===== config.mk =====
export PLATFORM = sky130hd
export DESIGN_NAME = sbd_dir_ack
export DESIGN_NICKNAME = d
export VERILOG_FILES = /design/src/rtl/sbd_pkg.sv /design/src/rtl/sbd_dir_ack.sv /design/src/rtl/sbd_sticky.sv
export VERILOG_INCLUDE_DIRS = /design/src /design/src/rtl
export SDC_FILE = /design/constraint.sdc
export NUM_CORES = 1
export LEC_CHECK = 0
export BUFFER_PORTS_ARGS = -buffer_cell sky130_fd_sc_hd__clkbuf_2
export CAP_MARGIN = 5
export CORE_ASPECT_RATIO = 2
export CORE_MARGIN = 4
export CORE_UTILIZATION = 46
export CTS_BUF_LIST = sky130_fd_sc_hd__clkbuf_8
export CTS_CLUSTER_SIZE = 40
export DETAILED_ROUTE_END_ITERATION = 7
export PLACE_DENSITY_LB_ADDON = 0.05
export SLEW_MARGIN = 0
export SYNTH_ARGS = -nofsm -noshare
export SYNTH_HDL_FRONTEND = slang
export SYNTH_SLANG_ARGS = --single-unit

===== constraint.sdc =====
create_clock -name clk -period 2 [get_ports clk]
set_input_delay 0.2 -clock clk [delete_from_list [all_inputs] [get_ports clk]]
set_output_delay 0.2 -clock clk [all_outputs]
set_load 0.05 [all_outputs]

===== src/rtl/sbd_params.svh =====
// constants of the serial bus direction and acknowledge control block
// assumes a 32-bit apb slave with byte addresses in the low eight bits
`ifndef SBD_PARAMS_SVH
`define SBD_PARAMS_SVH

// ----------------------------------------------------------------------
// register byte offsets
// ----------------------------------------------------------------------
`define SBD_ADDR_CTRL      8'h00
`define SBD_ADDR_FMT       8'h04
`define SBD_ADDR_STAT      8'h08
`define SBD_ADDR_IRQ_STAT  8'h0C
`define SBD_ADDR_IRQ_MASK  8'h10

// ----------------------------------------------------------------------
// field positions
// ----------------------------------------------------------------------
`define SBD_BIT_MST        5
`define SBD_BIT_DIR        4
`define SBD_BIT_ACK_CHECK_ENABLE       3
`define SBD_BIT_FMT_A      0
`define SBD_BIT_FMT_B      1
`define SBD_BIT_ACKF       0
`define SBD_BIT_HALT       1
`define SBD_IRQ_ARB        0
`define SBD_IRQ_ACK        1
`define SBD_IRQ_SLV_TX     2
`define SBD_IRQ_W          3

// ----------------------------------------------------------------------
// reset values
// ----------------------------------------------------------------------
`define SBD_RST_DIR        1'b0
`define SBD_RST_MST        1'b0
`define SBD_RST_ACK_CHECK_ENABLE       1'b0
`define SBD_RST_FMT        1'b0
`define SBD_RST_IRQ        3'h0

`endif


===== src/rtl/sbd_pkg.sv =====
// types shared by the serial bus direction and acknowledge control block
// assumes nothing of its surroundings
package sbd_pkg;

  // deferral state of a software direction write
  typedef enum logic [1:0] {
    SBD_WR_IDLE = 2'b01,
    SBD_WR_HELD = 2'b10
  } sbd_wr_e;

  typedef logic [7:0] sbd_addr_t;
  typedef logic [2:0] sbd_irq_t;

endpackage


===== src/rtl/sbd_dir_ack.sv =====
// direction select and acknowledge check control of a two-wire bus port
// assumes the bus engine drives its strobes from logic on this clock
// and the cpu reaches the registers over a 32-bit apb port
//
// The address map and the APB slave port are this design's own decisions.
`timescale 1ns/100ps
`include "sbd_params.svh"

// Contract
// - direction bit at position 4 resets to 0; 0 receive, 1 transmit
// - software writes 0 or 1 to select receive or transmit
// - arbitration loss as master clears the direction bit to receive
// - after arbitration clear, writing 1 works only after reading 0
// - slave first-frame read bit 1 sets transmit; clearing needs read of 1
// - slave receive with an addressing format follows first-frame read bit
// - direction writes during a frame wait until frame and acknowledge end
// - acknowledge check off: acknowledges ignored, status flag stays 0
// - acknowledge check bit 3 resets 0; on, a received 1 halts transfer
// - arbitration loss clears master select; writing 1 needs read of 0
module sbd_dir_ack (
  input  wire logic        clk,
  input  wire logic        reset,
  input  wire logic        psel,
  input  wire logic        penable,
  input  wire logic        pwrite,
  input  wire logic [7:0]  paddr,
  input  wire logic [31:0] pwdata,
  output logic [31:0]      prdata,
  output logic             pready,
  output logic             pslverr,
  input  wire logic        frame_active,
  input  wire logic        arb_lost,
  input  wire logic        rw_strobe,
  input  wire logic        rw_bit,
  input  wire logic        ack_strobe,
  input  wire logic        ack_bit,
  input  wire logic        start_detect,
  output logic             direction_select,
  output logic             master_select,
  output logic             ack_check_enable,
  output logic             ack_status_flag,
  output logic             transfer_halt,
  output logic             irq
);

  // ----------------------------------------------------------------------
  // apb decode
  // ----------------------------------------------------------------------
  function automatic logic addr_is(input sbd_pkg::sbd_addr_t a,
                                   input sbd_pkg::sbd_addr_t t);
    addr_is = (a == t);
  endfunction

  // one wait state: pready rises on the second access cycle
  wire logic apb_access = psel & penable;
  wire logic apb_done   = apb_access & pready;
  wire logic wr_done    = apb_done & pwrite;
  wire logic rd_done    = apb_done & ~pwrite;

  wire logic sel_ctrl   = addr_is(paddr, `SBD_ADDR_CTRL);
  wire logic sel_fmt    = addr_is(paddr, `SBD_ADDR_FMT);
  wire logic sel_stat   = addr_is(paddr, `SBD_ADDR_STAT);
  wire logic sel_istat  = addr_is(paddr, `SBD_ADDR_IRQ_STAT);
  wire logic sel_imask  = addr_is(paddr, `SBD_ADDR_IRQ_MASK);
  wire logic sel_any    = sel_ctrl | sel_fmt | sel_stat | sel_istat | sel_imask;

  wire logic wr_ctrl    = wr_done & sel_ctrl;
  wire logic wr_fmt     = wr_done & sel_fmt;
  wire logic wr_istat   = wr_done & sel_istat;
  wire logic wr_imask   = wr_done & sel_imask;
  wire logic rd_ctrl    = rd_done & sel_ctrl;

  // ----------------------------------------------------------------------
  // internal state
  // ----------------------------------------------------------------------
  logic              fmt_a;
  logic              fmt_b;
  logic              arb_dir_lock;
  logic              arb_dir_seen;
  logic              slv_dir_lock;
  logic              slv_dir_seen;
  logic              mst_lock;
  logic              mst_seen;
  logic              held_val;
  sbd_pkg::sbd_wr_e  wr_state;
  sbd_pkg::sbd_wr_e  next_wr_state;
  logic              next_dir;
  logic              next_mst;
  sbd_pkg::sbd_irq_t irq_status;
  sbd_pkg::sbd_irq_t irq_mask;
  sbd_pkg::sbd_irq_t irq_events;
  logic [7:0]        ctrl_byte;
  logic [7:0]        fmt_byte;
  logic [7:0]        stat_byte;

  // ----------------------------------------------------------------------
  // direction write acceptance
  // ----------------------------------------------------------------------
  wire logic wr_dir_val = pwdata[`SBD_BIT_DIR];
  // a write against a hardware change only lands once software has seen it
  wire logic dir_wr_ok  = wr_ctrl & (wr_dir_val ? (~arb_dir_lock | arb_dir_seen)
                                                : (~slv_dir_lock | slv_dir_seen));
  // slave receive with addressing format picks direction from first frame
  wire logic rw_take    = rw_strobe & ~master_select & ~direction_select
                          & (~fmt_a | ~fmt_b);
  wire logic hold_wr    = dir_wr_ok & frame_active;
  wire logic apply_now  = dir_wr_ok & ~frame_active;
  wire logic apply_held = (wr_state == sbd_pkg::SBD_WR_HELD) & ~frame_active;

  // hardware changes outrank software; a newer write beats a held one
  always_comb begin
    next_dir = direction_select;
    if (arb_lost) begin
      next_dir = 1'b0;
    end else if (rw_take) begin
      next_dir = rw_bit;
    end else if (apply_now) begin
      next_dir = wr_dir_val;
    end else if (apply_held) begin
      next_dir = held_val;
    end
  end

  // deferral state: a hardware change cancels a held write
  always_comb begin
    next_wr_state = wr_state;
    unique case (wr_state)
      sbd_pkg::SBD_WR_IDLE: begin
        if (hold_wr & ~arb_lost & ~rw_take) begin
          next_wr_state = sbd_pkg::SBD_WR_HELD;
        end
      end
      sbd_pkg::SBD_WR_HELD: begin
        if (arb_lost | rw_take | (~frame_active & ~hold_wr)) begin
          next_wr_state = sbd_pkg::SBD_WR_IDLE;
        end
      end
    endcase
  end

  always_ff @(posedge clk) begin
    if (reset) begin
      direction_select <= `SBD_RST_DIR;
      wr_state         <= sbd_pkg::SBD_WR_IDLE;
      held_val         <= 1'b0;
    end else begin
      direction_select <= next_dir;
      wr_state         <= next_wr_state;
      if (hold_wr) begin
        held_val <= wr_dir_val;
      end
    end
  end

  // ----------------------------------------------------------------------
  // direction locks after hardware changes
  // ----------------------------------------------------------------------
  // the lock is set by hardware and wins over a release in the same cycle
  always_ff @(posedge clk) begin
    if (reset) begin
      arb_dir_lock <= 1'b0;
      arb_dir_seen <= 1'b0;
      slv_dir_lock <= 1'b0;
      slv_dir_seen <= 1'b0;
    end else begin
      if (arb_lost) begin
        arb_dir_lock <= 1'b1;
        arb_dir_seen <= 1'b0;
      end else if (dir_wr_ok & wr_dir_val) begin
        arb_dir_lock <= 1'b0;
        arb_dir_seen <= 1'b0;
      end else if (rd_ctrl & arb_dir_lock & ~direction_select) begin
        arb_dir_seen <= 1'b1;
      end
      if (rw_take & rw_bit) begin
        slv_dir_lock <= 1'b1;
        slv_dir_seen <= 1'b0;
      end else if (dir_wr_ok & ~wr_dir_val) begin
        slv_dir_lock <= 1'b0;
        slv_dir_seen <= 1'b0;
      end else if (rd_ctrl & slv_dir_lock & direction_select) begin
        slv_dir_seen <= 1'b1;
      end
    end
  end

  // ----------------------------------------------------------------------
  // master select
  // ----------------------------------------------------------------------
  wire logic mst_wr_val = pwdata[`SBD_BIT_MST];
  wire logic mst_wr_ok  = wr_ctrl & (~mst_wr_val | ~mst_lock | mst_seen);

  assign next_mst = arb_lost ? 1'b0 : (mst_wr_ok ? mst_wr_val : master_select);

  always_ff @(posedge clk) begin
    if (reset) begin
      master_select <= `SBD_RST_MST;
      mst_lock      <= 1'b0;
      mst_seen      <= 1'b0;
    end else begin
      master_select <= next_mst;
      if (arb_lost) begin
        mst_lock <= 1'b1;
        mst_seen <= 1'b0;
      end else if (mst_wr_ok & mst_wr_val) begin
        mst_lock <= 1'b0;
        mst_seen <= 1'b0;
      end else if (rd_ctrl & mst_lock & ~master_select) begin
        mst_seen <= 1'b1;
      end
    end
  end

  // ----------------------------------------------------------------------
  // acknowledge check
  // ----------------------------------------------------------------------
  wire logic next_ack_check_enable = wr_ctrl ? pwdata[`SBD_BIT_ACK_CHECK_ENABLE] : ack_check_enable;
  wire logic ack_take  = ack_strobe & ack_check_enable;
  wire logic ack_err   = ack_take & ack_bit;

  // flag clears with the enable so it never shows a stale value while off
  always_ff @(posedge clk) begin
    if (reset) begin
      ack_check_enable <= `SBD_RST_ACK_CHECK_ENABLE;
      ack_status_flag  <= 1'b0;
      transfer_halt    <= 1'b0;
    end else begin
      ack_check_enable <= next_ack_check_enable;
      if (~next_ack_check_enable) begin
        ack_status_flag <= 1'b0;
      end else if (ack_take) begin
        ack_status_flag <= ack_bit;
      end
      if (ack_err) begin
        transfer_halt <= 1'b1;
      end else if (start_detect | ~next_ack_check_enable) begin
        transfer_halt <= 1'b0;
      end
    end
  end

  // ----------------------------------------------------------------------
  // format select
  // ----------------------------------------------------------------------
  always_ff @(posedge clk) begin
    if (reset) begin
      fmt_a <= `SBD_RST_FMT;
      fmt_b <= `SBD_RST_FMT;
    end else if (wr_fmt) begin
      fmt_a <= pwdata[`SBD_BIT_FMT_A];
      fmt_b <= pwdata[`SBD_BIT_FMT_B];
    end
  end

  // ----------------------------------------------------------------------
  // interrupts
  // ----------------------------------------------------------------------
  always_comb begin
    irq_events                  = `SBD_RST_IRQ;
    irq_events[`SBD_IRQ_ARB]    = arb_lost;
    irq_events[`SBD_IRQ_ACK]    = ack_err;
    irq_events[`SBD_IRQ_SLV_TX] = rw_take & rw_bit;
  end

  sbd_sticky sbd_sticky_inst (
    .clk        (clk),
    .reset      (reset),
    .event_set  (irq_events),
    .clear_wr   (wr_istat),
    .clear_data (pwdata[`SBD_IRQ_W-1:0]),
    .mask_wr    (wr_imask),
    .mask_data  (pwdata[`SBD_IRQ_W-1:0]),
    .status     (irq_status),
    .mask       (irq_mask),
    .irq        (irq)
  );

  // ----------------------------------------------------------------------
  // read data and apb answer
  // ----------------------------------------------------------------------
  // reserved bits read as zero
  always_comb begin
    ctrl_byte                = 8'h00;
    ctrl_byte[`SBD_BIT_MST]  = master_select;
    ctrl_byte[`SBD_BIT_DIR]  = direction_select;
    ctrl_byte[`SBD_BIT_ACK_CHECK_ENABLE] = ack_check_enable;
    fmt_byte                 = 8'h00;
    fmt_byte[`SBD_BIT_FMT_A] = fmt_a;
    fmt_byte[`SBD_BIT_FMT_B] = fmt_b;
    stat_byte                = 8'h00;
    stat_byte[`SBD_BIT_ACKF] = ack_status_flag;
    stat_byte[`SBD_BIT_HALT] = transfer_halt;
  end

  wire logic [7:0]  irq_stat_byte = {5'h00, irq_status};
  wire logic [7:0]  irq_mask_byte = {5'h00, irq_mask};
  wire logic [7:0]  read_byte     = sel_ctrl  ? ctrl_byte :
                                    sel_fmt   ? fmt_byte :
                                    sel_stat  ? stat_byte :
                                    sel_istat ? irq_stat_byte :
                                    sel_imask ? irq_mask_byte : 8'h00;
  wire logic [31:0] read_word     = {24'h000000, read_byte};

  // data is latched on the same edge that raises pready so both appear together
  always_ff @(posedge clk) begin
    if (reset) begin
      pready  <= 1'b0;
      prdata  <= 32'h00000000;
      pslverr <= 1'b0;
    end else begin
      pready <= apb_access & ~pready;
      if (apb_access & ~pready) begin
        prdata  <= pwrite ? 32'h00000000 : read_word;
        pslverr <= ~sel_any;
      end
    end
  end

  // ----------------------------------------------------------------------
  // assertions
  // ----------------------------------------------------------------------
  property p_reset_dir;
    @(posedge clk) disable iff (reset)
    $past(reset) |-> (~direction_select & ~ack_check_enable);
  endproperty
  a_reset_dir: assert property (p_reset_dir)
    else $error("direction or ack check not cleared by reset");

  property p_arb_clear;
    @(posedge clk) disable iff (reset)
    arb_lost |=> (~direction_select & ~master_select);
  endproperty
  a_arb_clear: assert property (p_arb_clear)
    else $error("arbitration loss did not clear direction and master");

  property p_arb_block;
    @(posedge clk) disable iff (reset)
    (wr_ctrl & wr_dir_val & arb_dir_lock & ~arb_dir_seen & ~direction_select
     & ~rw_take & ~apply_held) |=> ~direction_select;
  endproperty
  a_arb_block: assert property (p_arb_block)
    else $error("direction set without reading it as zero");

  property p_slv_block;
    @(posedge clk) disable iff (reset)
    (wr_ctrl & ~wr_dir_val & slv_dir_lock & ~slv_dir_seen & direction_select
     & ~arb_lost & ~apply_held) |=> direction_select;
  endproperty
  a_slv_block: assert property (p_slv_block)
    else $error("direction cleared without reading it as one");

  property p_slave_rw;
    @(posedge clk) disable iff (reset)
    (rw_take & ~arb_lost) |=> (direction_select == $past(rw_bit));
  endproperty
  a_slave_rw: assert property (p_slave_rw)
    else $error("first frame read bit not applied to direction");

  property p_defer;
    @(posedge clk) disable iff (reset)
    (hold_wr & frame_active & ~arb_lost & ~rw_take & ~apply_held)
      |=> $stable(direction_select);
  endproperty
  a_defer: assert property (p_defer)
    else $error("direction changed during a frame");

  property p_apply;
    @(posedge clk) disable iff (reset)
    (apply_held & ~arb_lost & ~rw_take & ~apply_now)
      |=> (direction_select == $past(held_val)) && (wr_state == sbd_pkg::SBD_WR_IDLE);
  endproperty
  a_apply: assert property (p_apply)
    else $error("held direction write not applied after the frame");

  property p_ack_ignore;
    @(posedge clk) disable iff (reset)
    ~ack_check_enable |-> ~ack_status_flag;
  endproperty
  a_ack_ignore: assert property (p_ack_ignore)
    else $error("ack flag set while ack check is off");

  property p_ack_halt;
    @(posedge clk) disable iff (reset)
    (ack_check_enable & ack_strobe & ack_bit)
      |=> (transfer_halt & (ack_status_flag | ~ack_check_enable));
  endproperty
  a_ack_halt: assert property (p_ack_halt)
    else $error("negative acknowledge did not halt the transfer");

  property p_ack_pass;
    @(posedge clk) disable iff (reset)
    (ack_check_enable & ack_strobe & ~ack_bit) |=> ~ack_status_flag;
  endproperty
  a_ack_pass: assert property (p_ack_pass)
    else $error("positive acknowledge not captured into the flag");

  property p_mst_block;
    @(posedge clk) disable iff (reset)
    (wr_ctrl & mst_wr_val & mst_lock & ~mst_seen & ~arb_lost) |=> ~master_select;
  endproperty
  a_mst_block: assert property (p_mst_block)
    else $error("master set without reading it as zero");

endmodule


===== src/rtl/sbd_sticky.sv =====
// sticky event bits, write-one-to-clear, with mask and level interrupt
// assumes events and writes come from logic on the same clock
`timescale 1ns/100ps
`include "sbd_params.svh"

module sbd_sticky (
  input  wire logic             clk,
  input  wire logic             reset,
  input  wire sbd_pkg::sbd_irq_t event_set,
  input  wire logic             clear_wr,
  input  wire sbd_pkg::sbd_irq_t clear_data,
  input  wire logic             mask_wr,
  input  wire sbd_pkg::sbd_irq_t mask_data,
  output sbd_pkg::sbd_irq_t     status,
  output sbd_pkg::sbd_irq_t     mask,
  output logic                  irq
);

  // ----------------------------------------------------------------------
  // next values
  // ----------------------------------------------------------------------
  wire sbd_pkg::sbd_irq_t clear_bits  = clear_wr ? clear_data : `SBD_RST_IRQ;
  // set wins over a clear landing in the same cycle, so no event is lost
  wire sbd_pkg::sbd_irq_t next_status = event_set | (status & ~clear_bits);
  wire sbd_pkg::sbd_irq_t next_mask   = mask_wr ? mask_data : mask;

  // irq follows the next values so it stays a plain flop output
  always_ff @(posedge clk) begin
    if (reset) begin
      status <= `SBD_RST_IRQ;
      mask   <= `SBD_RST_IRQ;
      irq    <= 1'b0;
    end else begin
      status <= next_status;
      mask   <= next_mask;
      irq    <= |(next_status & next_mask);
    end
  end

endmodule


Word-level counts from Yosys, hierarchy flattened:

Cells that the tools add are included.

* register bits: 57
* output and inout port bits: 40
* logic and storage cells: 132

* eq/ne operators: 8
* multiplexer cells: 24
* bitwise operators: 66
* reductions and logical operators: 13

Operator list (count)
* $and A1 B1 Y1: 33
* $mux W3: 6
* $not A1 Y1: 17
* $eq A8 B4 Y1 const B: 2
* $mux W1: 13
* $mux W6: 2
* $or A1 B1 Y1: 12
* $reduce_or A3 Y1: 4
* $eq A8 B3 Y1 const B: 1
* $eq A8 B5 Y1 const B: 1
* $logic_not A8 Y1: 1
* $reduce_bool A2 Y1: 4
* $and A3 B3 Y3: 2
* $mux W2: 2
* $pmux W2 S2: 1
* $reduce_or A2 Y1: 2
* $not A3 Y3: 1
* $or A3 B3 Y3: 1
* $reduce_bool A3 Y1: 1
* $eq A2 B1 Y1 const B: 1
* $eq A2 B2 Y1 const B: 1
* $ne A2 B1 Y1 const B: 1
* $ne A2 B2 Y1 const B: 1
* $reduce_and A2 Y1: 1

Depth between registers and ports, before layout:

Gate-level depths: netlist of the first run.

* word-level depth: 11
* depth in mapped cells: 6
* mapped depth without buffers: 5

Cells and area by module:

Synthesis of the first run repeated with hierarchy kept, for this count alone.

* cells, all modules: 199
* area total of the unflattened synthesis: 1661.6 µm²

By module, submodules not included
* sbd_dir_ack: instances 1, cells an instance 174, area an instance 1400.1 µm²
* sbd_sticky: instances 1, cells an instance 25, area an instance 261.5 µm²

Worst setup path after synthesis of the first run:

No wires, ideal clock.

* path type: flip-flop to flip-flop
* start point: reg pready
* end point: reg sbd_sticky_inst.irq
* setup time: 0.106 ns
* data arrival time: 1.760 ns
* setup slack: 0.134 ns
* cell stages (with the launch flop): 6
* path buffers: 0
* period minus slack after synthesis: 1.866 ns
* path through: dfxtp_1 and4_1 nand4_1 mux2i_1 or3_1 o311ai_0

* longest elaborated chain between the ends: 9
* elaborated cells on any way between the ends: 11
* those cells by class: mux (2); bitwise (8); reduce/logical (1)

RTL lines
* from (decl): RTL line sbd_dir_ack.sv:29 `output logic pready,`
* from (signal assigned): RTL line sbd_dir_ack.sv:311 `pready <= apb_access & ~pready;`
* $and A1 B1 Y1 (*): RTL line sbd_dir_ack.sv:56 `wire logic apb_done = apb_access & pready;`
* $and A1 B1 Y1 (*): RTL line sbd_dir_ack.sv:57 `wire logic wr_done = apb_done & pwrite;`
* $and A1 B1 Y1: RTL line sbd_dir_ack.sv:69 `wire logic wr_istat = wr_done & sel_istat;`
* $mux W3 (no line)
* $not A3 Y3: RTL line sbd_sticky.sv:24 `wire sbd_pkg::sbd_irq_t next_status = event_set | (status & ~clear_bits);`
* $and A3 B3 Y3: RTL line sbd_sticky.sv:24
* $or A3 B3 Y3: RTL line sbd_sticky.sv:24
* $and A3 B3 Y3 (*): RTL line sbd_sticky.sv:36 `irq <= |(next_status & next_mask);`
* $reduce_or A3 Y1 (*): RTL line sbd_sticky.sv:36
* to (signal assigned): RTL line sbd_sticky.sv:36
* to (decl): RTL line sbd_sticky.sv:16 `output logic irq`

Every way passes the cells marked *; elsewhere a longest branch is shown, timed or not.
A chain may end at the register's enable or synchronous reset.

Worst setup path after layout of the first run:

Same ends and word-level chain as after synthesis.

==> flow_metrics.tcl, run 1 <==
set metrics [dict create \
    status "completed" \
    clock_skew_ns 0.00239 \
    reg2reg_slack_ns 0.22 \
    std_cell_rows 30 \
    synth_common_cells "dfxtp_1 (31), buf_4 (26), nor2_1 (19)" \
    core-area_mm2 0.00345 \
    final-setup-viol-count 0 \
    ys_types 44 \
    drt-total-wl_um 4700 \
    min_from "start_detect" \
    r2r_cells 5 \
    drc 0 \
    grt_pass1_vias 1575 \
    chipHeight_um 93.1 \
    worst_pin_slew_ns 0.623 \
    ys_warn_count 0 \
    die_x_um 50.6 \
    synth_area_mm2 0.00167 \
    synth_most_common_cell "dfxtp_1" \
    timing.final.crit_share_pct 89.2 \
    clk_pin_slew_ns 0.06 \
    numCtsBuffers 5 \
    drtPass1Iterations 4 \
    cts_tree "built" \
    netlist_instances 198 \
    placement.io_buffers 39 \
    drt_iter0_drc 43 \
    viasPerCell 5.23 \
    worstSetupEndpointType "register" \
    grt.total_usage_pct 20.7 \
    r2r_end "sbd_sticky_inst.irq$_SDFF_PP0_" \
    clock_latency_ns 0.28 \
    fillers 352 \
    hold_viol 0 \
    vias 1537 \
    ys_ff_latch 31 \
    seq_area_frac_synth_pct 37.2 \
    avgSynthCellArea_um2 8.42 \
    fin_hold_ws_ns 0.183 \
    cp_max_fo 6 \
    hold_end "transfer_halt$_SDFFE_PP0P_" \
    grt_max_degree 23 \
    drive_gt1_share_pct 27.6 \
    synth_area_leader_cell "dfxtp_1" \
    clockRootBuffer "clkbuf_8" \
    initial_utilization_pct 48.3 \
    postRouteAntennaNets 0 \
    cp.arrival_ns 1.95 \
    antenna_found_initial 0 \
    postCtsSetupBuffers 0 \
    cts_resized 0 \
    cts_max_path_buffers 2 \
    worstSetupPathType "register to register" \
    power_uw 1360 \
    hold_depth 3 \
    clock.fmax_mhz 560 \
    hpwl_um 3840 \
    layout.nets 298 \
    power.density_mw_per_mm2 695 \
    overflow 0 \
    worstPathRequired_ns 2.16 \
    antennaDiodeCount 0 \
    wl_per_cell_um 16.0 \
    hold_buffers 0 \
    async_flop_share_pct 0 \
    cts-htree-levels 2 \
    io_pins 92 \
    tns_ns 0 \
    r2r-start "pready$_SDFF_PP0_" \
    drv_slew 0 \
    grt_pass1_wl_um 7230 \
    cts.sinks 31 \
    synth_edf_count 0 \
    gp_congestion 0.941 \
    fin_crit_ns 1.78 \
    synth_area_leaders "dfxtp_1 (37%), buf_4 (12%), a21oi_1 (5.1%)" \
    synth_top_area_share_pct 37.2 \
    syn_to_final_growth_pct 17.3 \
    rsz0062_at_grt "no" \
    critPathLaunchType "register" \
    p_leak_uw 0.000883 \
    synthFlopType "dfxtp_1" \
    max_cap_violations 0 \
    slew_headroom_pct 58.3 \
    hp-class "input pin to register" \
    dieArea_mm2 0.00471 \
    peakVddDrop_mv 0.466 \
]
-- layout make-up --
cell class	instances	area [µm²]	area share (%)
multi-input combinational	156	900	46.0
clock buffer	6	82.6	4.23
clock inverter	1	5.00	0.256
inverter	5	18.8	0.960
sequential	31	621	31.8
tap	48	60.1	3.07
timing repair buffer	47	268	13.7
-- metrics by stage --
step | util (%) | instances | instance area (µm²) | worst slack, ns
after floorplan | - | 223 | 1760 | 0.134
after global placement | 54.1 | 287 | 1870 | 0.134
after detailed placement | 54.1 | 287 | 1870 | 0.0929
after CTS | 56.6 | 294 | 1950 | 0.212
after global routing | 56.6 | 294 | 1950 | 0.110
final | 56.6 | 294 | 1950 | 0.215
-- worst max-delay path: stages, from the launching register on --
cell and delay, ns:
dfxtp_1 0.40, and4_1 0.29, nand4_1 0.27, mux2i_1 0.21
or3_1 0.39, o311ai_0 0.11
-- power breakdown --
part,internal [µW],switching (µW)
Sequential,628,8.12
Clock,269,221
Combinational,44.7,187
-- metal layers --
metal | wire length (µm) | global-route usage (%) | part of all wire [%]
met1 | 1570 | 17.7 | 33
met2 | 2860 | 43.0 | 61
met3 | 162 | 3.67 | 3.4
met4 | 107 | 8.99 | 2.3
met5 | 0 | 0 | 0
-- cells in the final DEF, fill, tap and decap left out, types with 3 or more instances in the layout --
| cell | instances |
|---|---|
| clkbuf_2 | 39 |
| dfxtp_1 | 31 |
| conb_1 | 26 |
| nor2_1 | 19 |
| a21oi_1 | 17 |
| nand2_1 | 13 |
| nand3_1 | 11 |
| buf_4 | 7 |
| mux2i_1 | 6 |
| clkbuf_8 | 6 |
| nor3_1 | 5 |
| and3_1 | 5 |
| nand4_1 | 5 |
| inv_1 | 5 |
| nor2b_1 | 4 |
| nor4_1 | 3 |
| o2bb2ai_1 | 3 |
| o21ai_0 | 3 |
-- flip-flops by register name, summed over array words and instances, names as in the netlist --
name / count
prdata: 6
pready: 1
held_val: 1
sbd_sticky_inst.irq: 1
arb_dir_lock: 1
master_select: 1
fmt_b: 1
mst_seen: 1
transfer_halt: 1
fmt_a: 1
ack_status_flag: 1
ack_check_enable: 1
mst_lock: 1
direction_select: 1
arb_dir_seen: 1
sbd_sticky_inst.status: 3
pslverr: 1
slv_dir_seen: 1
wr_state: 2
sbd_sticky_inst.mask: 3
slv_dir_lock: 1
-- how the worst max path moves through the flow --
stage                       from                        endpoint  slack (ns)  cells after the start
5_1_grt        pready$_SDFF_PP0_  sbd_sticky_inst.irq$_SDFF_PP0_        0.11                      5
3_3_place_gp            paddr[1]      transfer_halt$_SDFFE_PP0P_        0.13                      7
2_1_floorplan  pready$_SDFF_PP0_  sbd_sticky_inst.irq$_SDFF_PP0_        0.13                      5
4_1_cts        pready$_SDFF_PP0_  sbd_sticky_inst.irq$_SDFF_PP0_        0.21                      5
6_report       pready$_SDFF_PP0_  sbd_sticky_inst.irq$_SDFF_PP0_        0.22                      5
3_5_place_dp            paddr[1]      transfer_halt$_SDFFE_PP0P_        0.09                      7
-- cells by family (layout without fill, tap and decap cells) --
group | Yosys count | after routing | synth area share, %
and+or+nand+nor | 82 | 82 | 27.3
AOI/OAI and AO/OA | 39 | 39 | 15.0
buffers and inverters | 36 | 59 | 14.4
DFF | 31 | 31 | 37.2
muxes | 9 | 9 | 5.86
other | 1 | 26 | 0.225
Note: power is estimated with default switching activity, not from simulation.
==> run 2: changes to the inputs <==
Settings changed: PLACE_DENSITY set to 0.92, PLACE_DENSITY_LB_ADDON 0.05 to unset.
==> run 2 against run 1 <==
- largest power group unchanged
- largest cell class unchanged
- critical path type unchanged
- register-to-register slack barely moved
- worst hold slack got worse by 0.018 ns
- via count rose by 3.3%
- non-clock buffer count fell by 2
- global-route usage fell by 1.4 points
==> flow_metrics.tcl, run 2 (synthesis results as in run 1) <==
set metrics [dict create \
    status "completed" \
    numCtsBuffers 5 \
    grt.total_usage_pct 19.2 \
    max_cap_violations 0 \
    r2r_end "sbd_sticky_inst.irq$_SDFF_PP0_" \
    layout_commonest_cell "clkbuf_2" \
    slew_headroom_pct 57.8 \
    final-setup-viol-count 0 \
    slowest_delay_ns 0.41 \
    std_cell_rows 30 \
    core-area_mm2 0.00345 \
    dp_worst_setup_slack_ns 0.104 \
    r2r-start "pready$_SDFF_PP0_" \
    syn_to_final_growth_pct 15.2 \
    clock.fmax_mhz 564 \
    viasPerCell 5.42 \
    drtPass1Iterations 6 \
    grt_pass1_wl_um 6740 \
    cts_max_path_buffers 2 \
    drc 0 \
    vias 1587 \
    worst_pin_slew_ns 0.631 \
    layout.nets 296 \
    fin_util_pct 55.6 \
    drt-total-wl_um 4260 \
    fin_ws_ns 0.227 \
    dieArea_mm2 0.00471 \
    clock_latency_ns 0.29 \
    final_cell_mix "clkbuf_2 (39), dfxtp_1 (31), conb_1 (26), nor2_1 (19), a21oi_1 (17)" \
    worstSetupEndpointType "register" \
    grt_max_degree 16 \
    drt_iter0_drc 37 \
    worstSetupPathType "register to register" \
    die_x_um 50.6 \
    p_leak_uw 0.000874 \
    cts.sinks 31 \
    hold_depth 3 \
    worst_path_max_delay_cell "dfxtp_1" \
    hpwl_um 3440 \
    initial_utilization_pct 48.3 \
    hold_buffers 0 \
    wl_per_cell_um 14.5 \
    antennaDiodeCount 0 \
    cp_cell_sequence "and4_1 > nand4_1 > mux2i_1 > or3_1 > o311ai_0" \
    gp_congestion 0.839 \
    cp_max_fo 6 \
    clock_skew_ns 0.00531 \
    antenna_found_initial 0 \
    postCtsSetupBuffers 0 \
    r2r_cells 5 \
    clk_pin_slew_ns 0.06 \
    reg2reg_slack_ns 0.23 \
    overflow 0 \
    postRouteAntennaNets 0 \
    min_from "start_detect" \
    clockRootBuffer "clkbuf_8" \
    hold_viol 0 \
    cts_resized 0 \
    tns_ns 0 \
    top_register "prdata" \
    worstPathRequired_ns 2.18 \
    placement.io_buffers 39 \
    power.density_mw_per_mm2 689 \
    io_pins 92 \
    grt_pass1_vias 1598 \
    hp-class "input pin to register" \
    critPathLaunchType "register" \
    chipHeight_um 93.1 \
    cts_tree "built" \
    drive_gt1_share_pct 26.5 \
    largest_reg_flops 6 \
    peakVddDrop_mv 0.432 \
    reg.largest.list "prdata x6, sbd_sticky_inst.mask x3, sbd_sticky_inst.status x3" \
    fin_crit_ns 1.77 \
    cts-htree-levels 2 \
    hold_end "transfer_halt$_SDFFE_PP0P_" \
    rsz0062_at_grt "no" \
    cp.arrival_ns 1.95 \
    drv_slew 0 \
    timing.final.crit_share_pct 88.7 \
]
run 2: worst max-delay path by stage:
stage / from / endpoint / slack, ns / depth (start not counted)
final: pready$_SDFF_PP0_ / sbd_sticky_inst.irq$_SDFF_PP0_ / 0.23 / 5
after global routing: pready$_SDFF_PP0_ / sbd_sticky_inst.irq$_SDFF_PP0_ / 0.08 / 5
after CTS: pready$_SDFF_PP0_ / sbd_sticky_inst.irq$_SDFF_PP0_ / 0.24 / 5
after detailed placement: paddr[1] / arb_dir_lock$_SDFFE_PP0P_ / 0.10 / 7
after global placement: paddr[1] / arb_dir_lock$_SDFFE_PP0P_ / 0.13 / 7
after floorplan: pready$_SDFF_PP0_ / sbd_sticky_inst.irq$_SDFF_PP0_ / 0.13 / 5
run 2: layer usage:
layer	global-route usage, %	wire, µm	part of all wire [%]
met3	5.90	374	8.8
met1	15.8	1270	30
met4	16.0	238	5.6
met2	35.4	2370	56
met5	0	0	0
run 2: per-stage QoR:
stage | hold WS, ns | total power (µW) | area (µm²) | instances
2_1_floorplan | 0.317 | 854 | 1760 | 223
3_3_place_gp | 0.442 | 867 | 1840 | 285
3_5_place_dp | 0.448 | 871 | 1840 | 285
4_1_cts | 0.164 | 1330 | 1920 | 293
5_1_grt | 0.178 | 1380 | 1920 | 293
6_report | 0.165 | 1320 | 1920 | 293
run 2: power by group:
part	switching, µW	internal, µW
clock network	228	233
registers	7.95	628
logic	183	42.5
run 2: final cells by class:
cell class	count	area, µm²
clock buffers	5	68.8
well taps	48	60.1
inverters	5	18.8
clock inverters	3	12.5
repair buffers	45	240
flip-flops and latches	31	621
multi-input cells	156	900
fillers	348	1530
run 2: worst max-delay path: cells and delay by family (launching register included):
family	cells	cell delay [ns]
AOI/OAI and AO/OA	1	0.09
DFF	1	0.41
muxes	1	0.20
and+or+nand+nor	3	0.96
==> run 3: changes to the inputs <==
Settings changed: CELL_PAD_IN_SITES_DETAIL_PLACEMENT set to 1, CELL_PAD_IN_SITES_GLOBAL_PLACEMENT set to 1, CORE_UTILIZATION 46 to 32.
==> run 3 against run 2 <==
- clock skew up 0.0029 ns
- count of clock-buffer cells in the layout did not move
- critical path type unchanged
- highest routed layer unchanged
- flip-flop and latch count did not move
- final cell count increased by 4.1%
- worst hold slack gained 0.025 ns
- clock power is 2% lower
- global-route usage down 3.6 points
- wire length grew 12%
- critical path depth stayed put
- sequential power about the same
==> flow_metrics.tcl, run 3 (synthesis results as in run 1) <==
set metrics [dict create \
    largest_reg_flops 6 \
    clock_skew_ns 0.00822 \
    antenna_found_initial 0 \
    placed_cells_incl_taps 297 \
    startpoint "pready$_SDFF_PP0_" \
    io_pins 92 \
    worstSetupPathType "register to register" \
    tns_ns 0 \
    p_leak_uw 0.000892 \
    cp_max_fo 4 \
    placement.io_buffers 39 \
    status "completed" \
    postCtsSetupBuffers 0 \
    seqPwrFrac_pct 48.1 \
    met3_length_um 277 \
    wl_met1_um 1480 \
    power_switching_uw 413 \
    viasPerCell 5.17 \
    postRouteAntennaNets 0 \
    cts_resized 0 \
    p_comb_share_pct 17.6 \
    reg.largest.list "prdata x6, sbd_sticky_inst.mask x3, sbd_sticky_inst.status x3" \
    fin_hold_ws_ns 0.190 \
    crit_end "sbd_sticky_inst.irq$_SDFF_PP0_" \
    chipHeight_um 110 \
    grt_max_degree 21 \
    maxUsedRoutingLayer "met4" \
    r2r_cells 5 \
    antennaDiodeCount 0 \
    numCtsBuffers 5 \
    slew_headroom_pct 59.3 \
    drt-total-wl_um 4780 \
    power_uw 1320 \
    rsz0062_at_grt "no" \
    hold_depth 3 \
    syn_to_final_growth_pct 18.0 \
    final_cell_mix "clkbuf_2 (39), dfxtp_1 (31), conb_1 (26), nor2_1 (19), a21oi_1 (17)" \
    worst_pin_slew_ns 0.608 \
    worst_path_max_delay_cell "or3_1" \
    clockRootBuffer "clkbuf_8" \
    stdcell_count 305 \
    wl_per_cell_um 15.7 \
    hold_viol 0 \
    worstPathRequired_ns 2.15 \
    met2WireLength_um 2870 \
    drive_gt1_share_pct 27.4 \
    clock.fmax_mhz 585 \
    p_int_uw 907 \
    drc 0 \
    worst-path-buf-inv 0 \
    min_from "start_detect" \
    power.density_mw_per_mm2 671 \
    max_cap_violations 0 \
    drv_slew 0 \
    slowest_delay_ns 0.38 \
    gp_congestion 0.865 \
    clkPwrFrac_pct 34.3 \
    top_register "prdata" \
    clock_latency_ns 0.28 \
    hp-class "input pin to register" \
    layout.nets 299 \
    dieArea_mm2 0.00650 \
    r2r-start "pready$_SDFF_PP0_" \
    grt.total_usage_pct 15.6 \
    core-area_mm2 0.00495 \
    die_x_um 59.0 \
    drtPass1Iterations 4 \
    cp.arrival_ns 1.85 \
    layout_commonest_cell "clkbuf_2" \
    std_cell_rows 36 \
    final-setup-viol-count 0 \
    drt_iter0_drc 23 \
    cts_max_path_buffers 2 \
    worstSetupEndpointType "register" \
    peakVddDrop_mv 0.420 \
    critPathLaunchType "register" \
    grt_pass1_wl_um 7580 \
    overflow 0 \
    worst-path-stages 5 \
    hold_buffers 0 \
    hpwl_um 4150 \
    fin_crit_ns 1.71 \
    critPathTopFamily "simple AND/OR/NAND/NOR gates" \
    reg2reg_slack_ns 0.29 \
    cp_cell_sequence "and4_1 > nand4_1 > mux2i_1 > or3_1 > o311ai_0" \
    cts-htree-levels 2 \
    vias 1576 \
    timing.final.crit_share_pct 85.4 \
    netSwitchingFraction_pct 31.3 \
    cts.sinks 31 \
    initial_utilization_pct 33.6 \
    grt_pass1_vias 1595 \
    clk_pin_slew_ns 0.07 \
    r2r_end "sbd_sticky_inst.irq$_SDFF_PP0_" \
    cts_tree "built" \
]
run 3: routing by layer:
layer	global-route usage (%)	up-vias
met5	0	-
met4	6.48	0
met3	3.61	12
met2	32.4	52
met1	13.1	754
li1	-	758
run 3: metrics by stage:
stage	instance area, µm²	setup WS, ns	utilization [%]
floorplan	1760	0.134	-
global placement	1890	0.156	38.1
detailed placement	1890	0.101	38.1
CTS	1970	0.258	39.7
global route	1970	0.189	39.7
finish	1970	0.291	39.7
run 3: worst min-delay path by stage:
stage,to,slack [ns]
after CTS,transfer_halt$_SDFFE_PP0P_,0.19
final,transfer_halt$_SDFFE_PP0P_,0.19
after global placement,prdata[4]$_SDFFE_PP0P_,0.44
after global routing,transfer_halt$_SDFFE_PP0P_,0.19
after floorplan,arb_dir_lock$_SDFFE_PP0P_,0.32
after detailed placement,prdata[4]$_SDFFE_PP0P_,0.46
run 3: tightest hold or removal path: stages:
cell,delay [ns]
clkbuf_2,0.08
nor2b_1,0.04
o2bb2ai_1,0.11
run 3: power groups by stage:
stage                     registers [µW]  clock network, µW  logic (µW)
after floorplan                      657                  0         197
after CTS                            635                470         232
final                                635                452         233
after global routing                 636                506         248
after detailed placement             649                  0         232
after global placement               648                  0         227
run 3: cell type report:
type	count	area, µm²
fill	659	2990
multi-input combinational	156	900
sequential	31	621
timing repair buffer	48	275
tap	57	71.3
clock buffer	5	68.8
inverter	5	18.8
clock inverter	3	12.5
